$ cat config.mk
export PLATFORM = sky130hd
export DESIGN_NAME = seb_slave
export DESIGN_NICKNAME = d
export VERILOG_FILES = /design/src/seb_pkg.sv /design/src/seb_slave.sv
export SDC_FILE = /design/constraint.sdc
export NUM_CORES = 1
export LEC_CHECK = 0
export BUFFER_PORTS_ARGS = -buffer_cell sky130_fd_sc_hd__buf_2
export CAP_MARGIN = 25
export CORE_UTILIZATION = 39
export DETAILED_ROUTE_END_ITERATION = 16
export GPL_TIMING_DRIVEN = 0
export PLACE_DENSITY = 0.61
export SYNTH_ARGS = -nofsm -noshare
export SYNTH_HDL_FRONTEND = slang
export SYNTH_SLANG_ARGS = --single-unit
$ cat constraint.sdc
create_clock -name clk_sys -period 2.4 [get_ports clk_sys]
set_input_delay 0 -clock clk_sys [delete_from_list [all_inputs] [get_ports clk_sys]]
set_output_delay 0 -clock clk_sys [all_outputs]
set_load 0.005 [all_outputs]
$ cat src/seb_pkg.sv
// constants and state type of the serial eeprom bus slave
package seb_pkg;

  // memory geometry
  localparam int ADDR_W     = 11;
  localparam int PAGE_W     = 4;
  localparam int BLK_W      = 3;
  localparam int BYTE_W     = 8;

  // control byte layout: type code in the top nibble, read flag in bit 0
  localparam logic [3:0] CTRL_CODE = 4'hA;
  localparam int         CODE_LSB  = 4;
  localparam int         BLK_LSB   = 1;
  localparam int         RW_BIT    = 0;

  // bit counter values within one nine-clock byte slot
  localparam logic [3:0] CNT_ZERO  = 4'h0;
  localparam logic [3:0] CNT_ACK   = 4'h8;
  localparam logic [3:0] CNT_END   = 4'h9;

  // internally timed write cycle: longest time, rounded down
  localparam int CLK_PERIOD_NS = 100;
  localparam int TWR_MS        = 10;
  localparam int NS_PER_MS     = 1000000;
  localparam int TWR_CYC       = TWR_MS * NS_PER_MS / CLK_PERIOD_NS;

  // bus transaction phases
  typedef enum logic [2:0] {
    ST_IDLE,
    ST_CTRL,
    ST_WADDR,
    ST_WDATA,
    ST_READ,
    ST_IGNORE
  } seb_state_e;

endpackage : seb_pkg

$ cat src/seb_slave.sv
// two-wire serial eeprom slave: bus conditions, page buffer, write timer, reads
//
// How it works
// - bus idle only while data and clock both sit high.
// - data falling with clock high is a START, seen anywhere.
// - data rising with clock high is a STOP, ending every operation.
// - data changes only while clock low; one bit per clock pulse.
// - extra write bytes overwrite oldest; only the last sixteen survive.
// - every byte addressed to us outside programming gets an acknowledge on the ninth clock.
// - acknowledge holds data low across the whole ninth clock high time.
// - master nack ends a read; slave releases data for the STOP.
// - control byte acknowledged only when its type code equals 1010.
// - three block select bits form the top of the 11-bit address.
// - control byte bit zero picks read (one) or write (zero).
// - write: word address byte follows control byte, loads the pointer.
// - STOP after an acknowledged data byte starts the timed programming.
// - page buffer holds up to sixteen bytes until the STOP.
// - each data byte bumps only the low four pointer bits.
// - no acknowledge at all while programming is under way.
// - write protect high blocks every array write.
// - pointer stays one past the last accessed word.
// - read control byte: acknowledge, send eight bits, stop on nack.
// - random read keeps the low eight pointer bits set by the aborted write.
// - master acknowledge asks for the next sequential byte.
// - read pointer counts by one across the whole array.
//
// Implementation choices: the address-and-strobe array port.
`timescale 1ns/1ps
module seb_slave #(
  parameter int TWR_CYCLES = seb_pkg::TWR_CYC,
  parameter int ADDR_W     = seb_pkg::ADDR_W,
  parameter int PAGE_W     = seb_pkg::PAGE_W
) (
  input  wire logic              clk_sys,
  input  wire logic              resetn,
  input  wire logic              scl_in,
  input  wire logic              sda_in,
  output logic                   sda_out,
  output logic                   sda_oe,
  input  wire logic              wp_in,
  output logic [ADDR_W-1:0]      mem_raddr,
  input  wire logic [7:0]        mem_rdata,
  output logic                   mem_we,
  output logic [ADDR_W-1:0]      mem_waddr,
  output logic [7:0]             mem_wdata,
  output logic                   prog_busy
);

  localparam int PAGE_N = 2 ** PAGE_W;
  localparam int HI_W   = ADDR_W - PAGE_W;
  localparam int TMR_W  = $clog2(TWR_CYCLES + 1);
  localparam logic [TMR_W-1:0] TMR_LAST = TMR_W'(TWR_CYCLES - 1);

  // type code check, shared by the decoder and its checks
  function automatic logic ctrl_match(input logic [7:0] b);
    ctrl_match = (b[7 -: 4] == seb_pkg::CTRL_CODE);
  endfunction : ctrl_match

  logic                     scl_m;
  logic                     scl_s;
  logic                     scl_d;
  logic                     sda_m;
  logic                     sda_s;
  logic                     sda_d;
  logic                     wp_m;
  logic                     wp_s;
  logic                     scl_rise;
  logic                     scl_fall;
  logic                     start_c;
  logic                     stop_c;
  seb_pkg::seb_state_e      state;
  logic [3:0]               bit_cnt;
  logic [7:0]               rx_sh;
  logic [7:0]               tx_sh;
  logic                     m_ack;
  logic                     byte_done;
  logic                     slot_end;
  logic                     ctrl_ok;
  logic                     ack_now;
  logic                     tx_load;
  logic                     read_nack;
  logic [ADDR_W-1:0]        addr_ptr;
  logic [7:0]               page_buf [PAGE_N];
  logic [PAGE_N-1:0]        page_vld;
  logic                     prog_go;
  logic [HI_W-1:0]          prog_hi;
  logic [PAGE_W:0]          prog_idx;
  logic [TMR_W-1:0]         prog_tmr;
  logic [PAGE_W-1:0]        walk_pos;

  // two-stage synchronisers plus one history stage for edge finding
  always_ff @(posedge clk_sys or negedge resetn) begin
    if (!resetn) begin
      scl_m <= 1'b1;
      scl_s <= 1'b1;
      scl_d <= 1'b1;
      sda_m <= 1'b1;
      sda_s <= 1'b1;
      sda_d <= 1'b1;
      wp_m  <= 1'b0;
      wp_s  <= 1'b0;
    end else begin
      scl_m <= scl_in;
      scl_s <= scl_m;
      scl_d <= scl_s;
      sda_m <= sda_in;
      sda_s <= sda_m;
      sda_d <= sda_s;
      wp_m  <= wp_in;
      wp_s  <= wp_m;
    end
  end

  // bus conditions from synchronised levels
  assign scl_rise = scl_s & ~scl_d;
  assign scl_fall = ~scl_s & scl_d;
  assign start_c  = scl_s & scl_d & sda_d & ~sda_s;
  assign stop_c   = scl_s & scl_d & ~sda_d & sda_s;

  // byte slot decode
  assign byte_done = scl_fall && (bit_cnt == seb_pkg::CNT_ACK);
  assign slot_end  = scl_fall && (bit_cnt == seb_pkg::CNT_END);
  assign ctrl_ok   = (state == seb_pkg::ST_CTRL) && ctrl_match(rx_sh) && !prog_busy;
  assign ack_now   = ctrl_ok || (state == seb_pkg::ST_WADDR) || (state == seb_pkg::ST_WDATA);
  assign tx_load   = slot_end && (state == seb_pkg::ST_READ) && m_ack;
  assign read_nack = slot_end && (state == seb_pkg::ST_READ) && !m_ack;
  assign walk_pos  = prog_idx[PAGE_W-1:0];

  // bit counter: eight data clocks then the acknowledge clock
  always_ff @(posedge clk_sys or negedge resetn) begin
    if (!resetn) begin
      bit_cnt <= seb_pkg::CNT_ZERO;
    end else if (start_c || stop_c) begin
      bit_cnt <= seb_pkg::CNT_ZERO;
    end else if (scl_rise && (bit_cnt != seb_pkg::CNT_END)) begin
      bit_cnt <= bit_cnt + 4'h1;
    end else if (slot_end) begin
      bit_cnt <= seb_pkg::CNT_ZERO;
    end
  end

  // receive shifter and master acknowledge sample on rising clock
  always_ff @(posedge clk_sys or negedge resetn) begin
    if (!resetn) begin
      rx_sh <= 8'h00;
      m_ack <= 1'b0;
    end else if (scl_rise && (bit_cnt < seb_pkg::CNT_ACK)) begin
      rx_sh <= {rx_sh[6:0], sda_s};
    end else if (scl_rise && (bit_cnt == seb_pkg::CNT_ACK)) begin
      m_ack <= ~sda_s;
    end
  end

  // transaction state
  always_ff @(posedge clk_sys or negedge resetn) begin
    if (!resetn) begin
      state <= seb_pkg::ST_IDLE;
    end else if (start_c) begin
      state <= seb_pkg::ST_CTRL;
    end else if (stop_c) begin
      state <= seb_pkg::ST_IDLE;
    end else if (byte_done) begin
      unique case (state)
        seb_pkg::ST_CTRL: begin
          if (!ctrl_ok) begin
            state <= seb_pkg::ST_IGNORE;
          end else if (rx_sh[seb_pkg::RW_BIT]) begin
            state <= seb_pkg::ST_READ;
          end else begin
            state <= seb_pkg::ST_WADDR;
          end
        end
        seb_pkg::ST_WADDR:  state <= seb_pkg::ST_WDATA;
        seb_pkg::ST_IDLE:   state <= seb_pkg::ST_IDLE;
        seb_pkg::ST_WDATA:  state <= seb_pkg::ST_WDATA;
        seb_pkg::ST_READ:   state <= seb_pkg::ST_READ;
        seb_pkg::ST_IGNORE: state <= seb_pkg::ST_IGNORE;
      endcase
    end else if (read_nack) begin
      state <= seb_pkg::ST_IGNORE;
    end
  end

  // address pointer
  always_ff @(posedge clk_sys or negedge resetn) begin
    if (!resetn) begin
      addr_ptr <= '0;
    end else if (byte_done && ctrl_ok) begin
      addr_ptr[ADDR_W-1 -: seb_pkg::BLK_W] <= rx_sh[seb_pkg::BLK_LSB +: seb_pkg::BLK_W];
    end else if (byte_done && (state == seb_pkg::ST_WADDR)) begin
      addr_ptr[seb_pkg::BYTE_W-1:0] <= rx_sh;
    end else if (byte_done && (state == seb_pkg::ST_WDATA)) begin
      addr_ptr[PAGE_W-1:0] <= addr_ptr[PAGE_W-1:0] + PAGE_W'(1);
    end else if (tx_load) begin
      addr_ptr <= addr_ptr + ADDR_W'(1);
    end
  end

  // page buffer data, slot picked by the low pointer bits
  always_ff @(posedge clk_sys) begin
    if (byte_done && (state == seb_pkg::ST_WDATA)) begin
      page_buf[addr_ptr[PAGE_W-1:0]] <= rx_sh;
    end
  end

  // page buffer occupancy
  always_ff @(posedge clk_sys or negedge resetn) begin
    if (!resetn) begin
      page_vld <= '0;
    end else if (byte_done && (state == seb_pkg::ST_WADDR)) begin
      page_vld <= '0;
    end else if (byte_done && (state == seb_pkg::ST_WDATA)) begin
      page_vld[addr_ptr[PAGE_W-1:0]] <= 1'b1;
    end
  end

  // open-drain data drive: ack slots and read bits, changed only after scl falls
  always_ff @(posedge clk_sys or negedge resetn) begin
    if (!resetn) begin
      sda_oe <= 1'b0;
      tx_sh  <= 8'h00;
    end else if (start_c || stop_c) begin
      sda_oe <= 1'b0;
    end else if (byte_done) begin
      sda_oe <= ack_now;
    end else if (tx_load) begin
      sda_oe <= ~mem_rdata[7];
      tx_sh  <= {mem_rdata[6:0], 1'b0};
    end else if (slot_end) begin
      sda_oe <= 1'b0;
    end else if (scl_fall && (state == seb_pkg::ST_READ) && (bit_cnt < seb_pkg::CNT_ACK)) begin
      sda_oe <= ~tx_sh[7];
      tx_sh  <= {tx_sh[6:0], 1'b0};
    end
  end

  // the pad only ever pulls low
  always_ff @(posedge clk_sys or negedge resetn) begin
    if (!resetn) begin
      sda_out <= 1'b0;
    end else begin
      sda_out <= 1'b0;
    end
  end

  // read address follows the pointer
  always_ff @(posedge clk_sys or negedge resetn) begin
    if (!resetn) begin
      mem_raddr <= '0;
    end else begin
      mem_raddr <= addr_ptr;
    end
  end

  // programming request on stop after buffered data
  always_ff @(posedge clk_sys or negedge resetn) begin
    if (!resetn) begin
      prog_go <= 1'b0;
    end else begin
      prog_go <= stop_c && (state == seb_pkg::ST_WDATA) && (|page_vld) && !wp_s && !prog_busy;
    end
  end

  // programming engine: walk the buffer while the write-time counter runs from the request
  always_ff @(posedge clk_sys or negedge resetn) begin
    if (!resetn) begin
      prog_busy <= 1'b0;
      prog_idx  <= '0;
      prog_tmr  <= '0;
      prog_hi   <= '0;
    end else if (prog_go) begin
      prog_busy <= 1'b1;
      prog_idx  <= '0;
      prog_tmr  <= '0;
      prog_hi   <= addr_ptr[ADDR_W-1:PAGE_W];
    end else if (prog_busy) begin
      if (!prog_idx[PAGE_W]) begin
        prog_idx <= prog_idx + (PAGE_W + 1)'(1);
      end
      prog_tmr <= prog_tmr + TMR_W'(1);
      if (prog_tmr == TMR_LAST) begin
        prog_busy <= 1'b0;
      end
    end
  end

  // array write port
  always_ff @(posedge clk_sys or negedge resetn) begin
    if (!resetn) begin
      mem_we    <= 1'b0;
      mem_waddr <= '0;
      mem_wdata <= 8'h00;
    end else begin
      mem_we    <= prog_busy && !prog_idx[PAGE_W] && page_vld[walk_pos] && !wp_s;
      mem_waddr <= {prog_hi, walk_pos};
      mem_wdata <= page_buf[walk_pos];
    end
  end
endmodule : seb_slave

; ---- After elaboration in Yosys (flattened, before gate mapping)
; Memories as Yosys holds them, arrays and structs flattened. A register that Yosys moved wholly into a read port is not among the register bits.
; Index checks and enable logic that the tools add are counted.
[totals]
register_bits = 114
latchBits = 0
ram_bits = 128
rom_bits = 0
input_bits = 13
output_inout_bits = 34
memories = 1
[memory_table]
columns = memory, depth, word_bits, rd, rd_clocked_by_memory_dff, wr, line
row1 = page_buf, 16, 8, 1, 1, 1, seb_slave.sv:83  ; logic [7:0] page_buf [PAGE_N];
[op_classes]
n_addsub = 5
mul = 0
div = 0
n_lt_le_gt_ge = 4
n_eq_ne = 15
shift = 0
n_mux = 40
n_bitwise = 18
reduce_logical = 49
[op_table]
columns = operator, count
row1 = 17-bit 2-to-1 mux, 2
row2 = 16-bit 2-to-1 mux, 2
row3 = 8-bit 2-to-1 mux, 4
row4 = 3-bit 2-to-1 mux, 8
row5 = 1-bit logical AND, 23
row6 = 17-bit by 1-bit adder with 17-bit output (second input constant), 1
row7 = 17-bit == test (second input constant), 1
row8 = 4-bit 2-to-1 mux, 4
row9 = 16-bit bitwise OR, 1
row10 = 16-bit OR reduction, 1
row11 = 5-bit 2-to-1 mux, 3
row12 = 3-bit case mux with 5 select lines, 1
row13 = 4-bit == test (second input constant), 3
row14 = 1-bit 2-to-1 mux, 12
row15 = 11-bit by 1-bit adder with 11-bit output (second input constant), 1
row16 = 11-bit 2-to-1 mux, 1
row17 = 4-bit by 5-bit less-than comparator with 1-bit output (second input constant), 2
row18 = 1-bit inverter, 10
row19 = 2-bit nonzero test, 5
row20 = 4-bit by 1-bit adder with 4-bit output (second input constant), 2
row21 = 2-bit inequality test (second input constant), 4
row22 = 1-bit bitwise AND, 7
row23 = 7-bit 2-to-1 mux, 1
row24 = 3-bit by 2-bit == test with 1-bit output (second input constant), 2
row25 = 19 further kinds, 30

; ---- Depth between registers and ports, before layout
[depth]
word_depth = 9
depth_mapped = 9
mapped_depth_nobuf = 7

; ---- Worst setup path after synthesis
; Ideal clock, no wire load.
[synth_path]
kind = register -> register
from = register bit_cnt[0]
to = memory page_buf[0][0] (enable)
arrival_ps = 2057
required_time_ps = 2014
path_slack_ps = -42
path_stages_with_launch = 7
synth_period_minus_slack_ps = 2442
cell_sequence = dfrtp_1 > inv_1 > ha_1 > nand3b_2 > nor4_1 > nand2_1 > nor3_1
[synth_via]
elab_chain_cells = 5
[synth_lines]
columns = item, line
row1 = from (decl), seb_slave.sv:72  ; logic [3:0] bit_cnt;
row2 = from (signal assigned), seb_slave.sv:132  ; bit_cnt <= seb_pkg::CNT_ZERO;
row3 = from (signal assigned), seb_slave.sv:134  ; bit_cnt <= seb_pkg::CNT_ZERO;
row4 = from (signal assigned), seb_slave.sv:136  ; bit_cnt <= bit_cnt + 4'h1;
row5 = 4-bit == test, seb_slave.sv:121  ; assign byte_done = scl_fall && (bit_cnt == seb_pkg::CNT_ACK);
row6 = 1-bit logical AND, seb_slave.sv:121
row7 = 1-bit logical AND, seb_slave.sv:201  ; if (byte_done && (state == seb_pkg::ST_WDATA)) begin
row8 = 1-bit 2-to-1 mux, seb_slave.sv:201
row9 = 1-bit 2-to-1 mux (not written as such), seb_slave.sv:202  ; page_buf[addr_ptr[PAGE_W-1:0]] <= rx_sh;
row10 = to (decl), seb_slave.sv:83
; No other way between the ends.

; ---- Worst setup path in the final report
[layout_path]
from = register bit_cnt[1]
to = memory page_buf[3][7] (enable)
; Same word-level chain as after synthesis.

==> results.md <==
* Layout overhead on the synthesized area at 21.0%
* Most instantiated cells after synthesis: edfxtp_1 (128), dfrtp_1 (115), nor2_1 (53)
* RSZ-0062 raised after global routing: yes
* Final nets at 729
* Asr flop ratio synth at between 40% and 50%
* Netlist cell types at between 60 and 70
* Area leader, netlist: edfxtp_1
* Routed WL at ~21 mm
* Port bufs at 45
* Worst Hold Class: primary input to async pin
* Die Span Y at around 160 um
* Pin count of the biggest net entering global routing at around 100
* DP HPWL at roughly 13 mm
* Period utilization at 99.7%
* DRC at 0
* Setup CP Type: flop to flop
* R2r setup slk at 8 ps
* Status: finished clean
* Post-Syn Instances at slightly above 600
* Clock latency on the worst-skew pair at between 500 and 600 ps
* Largest fanout on the critical path at 9
* Grt ovf at 0
* Ratio of cells with drive above 1 in the final layout at a little under a third
* Post-place setup slack at -590 ps
* Worst setup margin at 8.16 ps
* Die width at 162 um
* EDFF count, synth at between 100 and 150
* Placement Cell Area at 10700 um^2
* Slew margin rel. at 37.2%
* First-pass DRT Iterations at 4
* Starting Density at 39.7%
* CTS max path bufs at 3
* Arr. time, crit path at 2620 ps
* Fmax at 418 MHz
* Setup TNS at 0 ps
* Cell Pwr Density at 825 nW/um^2
* Tot GR Track Use at 16.4%
* Antenna Cells at 0
* Worst Skew at 13.6 ps
* Final Setup Violations at 0
* Post-Syn Area per Cell at 16.5 um^2
* Syn. warnings at 0
* Antenna violations before repair at 0
* Minimum clock period at around 2400 ps
* Worst slew pin tran at between 900 and 1000 ps
* Synthesized cell area at about 10000 um^2
* H-tree Lvls at 1
* Vias at 5574
* Max IR drop VDD at 0.646 mV
* Vias in the first global route at 5812
* Core ar. at 25100 um^2
* Crit start category: flop
* Crit path required time at 2630 ps
* Final Max Slew Viols at 0
* # rows at slightly below 60
* Post-route antenna net violation count at 0
* Top cell type's share of synthesized area at 38.5%
* MaxCap Viol Count at 0
* Yosys reg bits at 249
* Via density at 5.27
* Placed cell count at 983
* First-pass GRT wire length at about 33 mm
* Per-cell routed wire length at just under 20 um
* Hold slack at about 62 ps
* Clock root cell: clkbuf_16
* Top-count cell post-synth: edfxtp_1
* CP endpoint kind: flop
* # IOs at 47
* Seq/Total Area, Yosys at just under 70%
* Syn_nets at 627
* Final non-filler cell total at 1057
* Die Area at 26200 um^2
* Design area at 12100 um^2
* Gpl congestion at 0.788
* Top_reg_cell synth: edfxtp_1
* CTS tree: yes
* Fin. Hold Viols at 0
* Area contributors post-synth: edfxtp_1 (39%), dfrtp_1 (29%), mux4_2 (10%)
* DRT iter0 DRCs at 349
* CTS Buf Count at 27
* Clock slew at the register clock pins of the worst setup and hold paths at 60 ps
* Leakage at 4.70 nW
* TritonCTS Sinks at 249
metal layers:
| metal | up-vias | track usage [%] | wire, um |
|---|---|---|---|
| met1 | 2916 | 21.2 | 8560 |
| li1 | 2498 | - | - |
| met2 | 127 | 28.6 | 10900 |
| met5 | - | 0 | 0 |
| met3 | 33 | 2.35 | 989 |
| met4 | 0 | 4.89 | 414 |
registers in the layout (all words and copies together), names as in the netlist, 3 cells and up:
signal and flops:
mem_wdata 8, page_buf 128, page_vld 16, mem_raddr 11, mem_waddr 11, state 3, bit_cnt 4, tx_sh 7
prog_tmr 17, addr_ptr 11, rx_sh 8, prog_idx 5, prog_hi 7
placed cells by master (no fill, tap or decap), types with 13 or more instances in the layout:
| master | Yosys | routed |
|---|---|---|
| dfrtp_1 | 115 | 115 |
| edfxtp_1 | 128 | 128 |
| o21a_1 | 16 | 16 |
| buf_2 | 3 | 49 |
| mux2_2 | 22 | 22 |
| mux4_2 | 45 | 45 |
| nor2_1 | 53 | 41 |
| a21oi_1 | 15 | 15 |
| clkbuf_16 | 0 | 27 |
| dlygate4sd3_1 | 0 | 13 |
| xor2_1 | 15 | 15 |
| nand2_1 | 26 | 25 |
what timing repair did:
action | 4_1_cts | 5_1_grt
pin swaps | 5 | 4
setup endpoints to repair | 148 | 99
hold endpoints to repair | 126 | 0
buffers inserted | 7 | 4
gates resized for setup | 26 | 7
hold buffers | 13 | 0
path summary, 6_finish.rpt:
| kind | end | cells after the start | start |
|---|---|---|---|
| max | page_buf[3][7]$_DFFE_PP_ | 7 | bit_cnt[1]$_DFFE_PN0P_ |
| min | prog_tmr[11]$_DFFE_PN0P_ | 3 | resetn |
| max reg2reg | page_buf[3][7]$_DFFE_PP_ | 7 | bit_cnt[1]$_DFFE_PN0P_ |
| min reg2reg | wp_s$_DFF_PN0_ | 0 | wp_m$_DFF_PN0_ |
| max in group asynchronous | prog_tmr[7]$_DFFE_PN0P_ | 4 | resetn |
| min in group clk_sys | scl_m$_DFF_PN1_ | 2 | scl_in |
per-stage QoR:
step / util [%] / total power [W]
finish: 48.1 / 0.00995
global placement: 42.3 / 0.00570
detailed placement: 42.6 / 0.00578
floorplan: - / 0.00543
CTS: 47.6 / 0.0100
global route: 48.1 / 0.0103
kinds of logic after synthesis:
family          share of synthesized area, %
xor+xnor                                2.37
other cells                           0.0376
fa+ha+maj                               1.13
buf+inv                                 1.54
mux                                     13.9
compound gates                          3.90
simple gates                            8.17
flops                                   69.0
layout make-up:
| class | instances | area [um^2] |
|---|---|---|
| inverter | 10 | 37.5 |
| fill | 2144 | 13000 |
| clock inverter | 18 | 213 |
| sequential | 249 | 6880 |
| tap | 330 | 413 |
| clock buffer | 31 | 711 |
| timing repair buffer | 73 | 609 |
| buffer | 22 | 120 |
| multi-input combinational | 324 | 3080 |
worst max-delay path, stage by stage (launching register included):
cell      delay, ps
dfrtp_1         410
inv_1            90
ha_1            250
nand3b_2        180
nor4_4          350
nand2_1         340
nor3_4          290
buf_12          180
where the power goes:
| part | switching [W] | total, W | internal, W | leakage [nW] |
|---|---|---|---|---|
| registers | 0.000458 | 0.00536 | 0.00491 | 2.77 |
| clock network | 0.00161 | 0.00425 | 0.00264 | 0.458 |
| logic | 0.000151 | 0.000334 | 0.000183 | 1.47 |
Power figures use the tool's default switching activity.
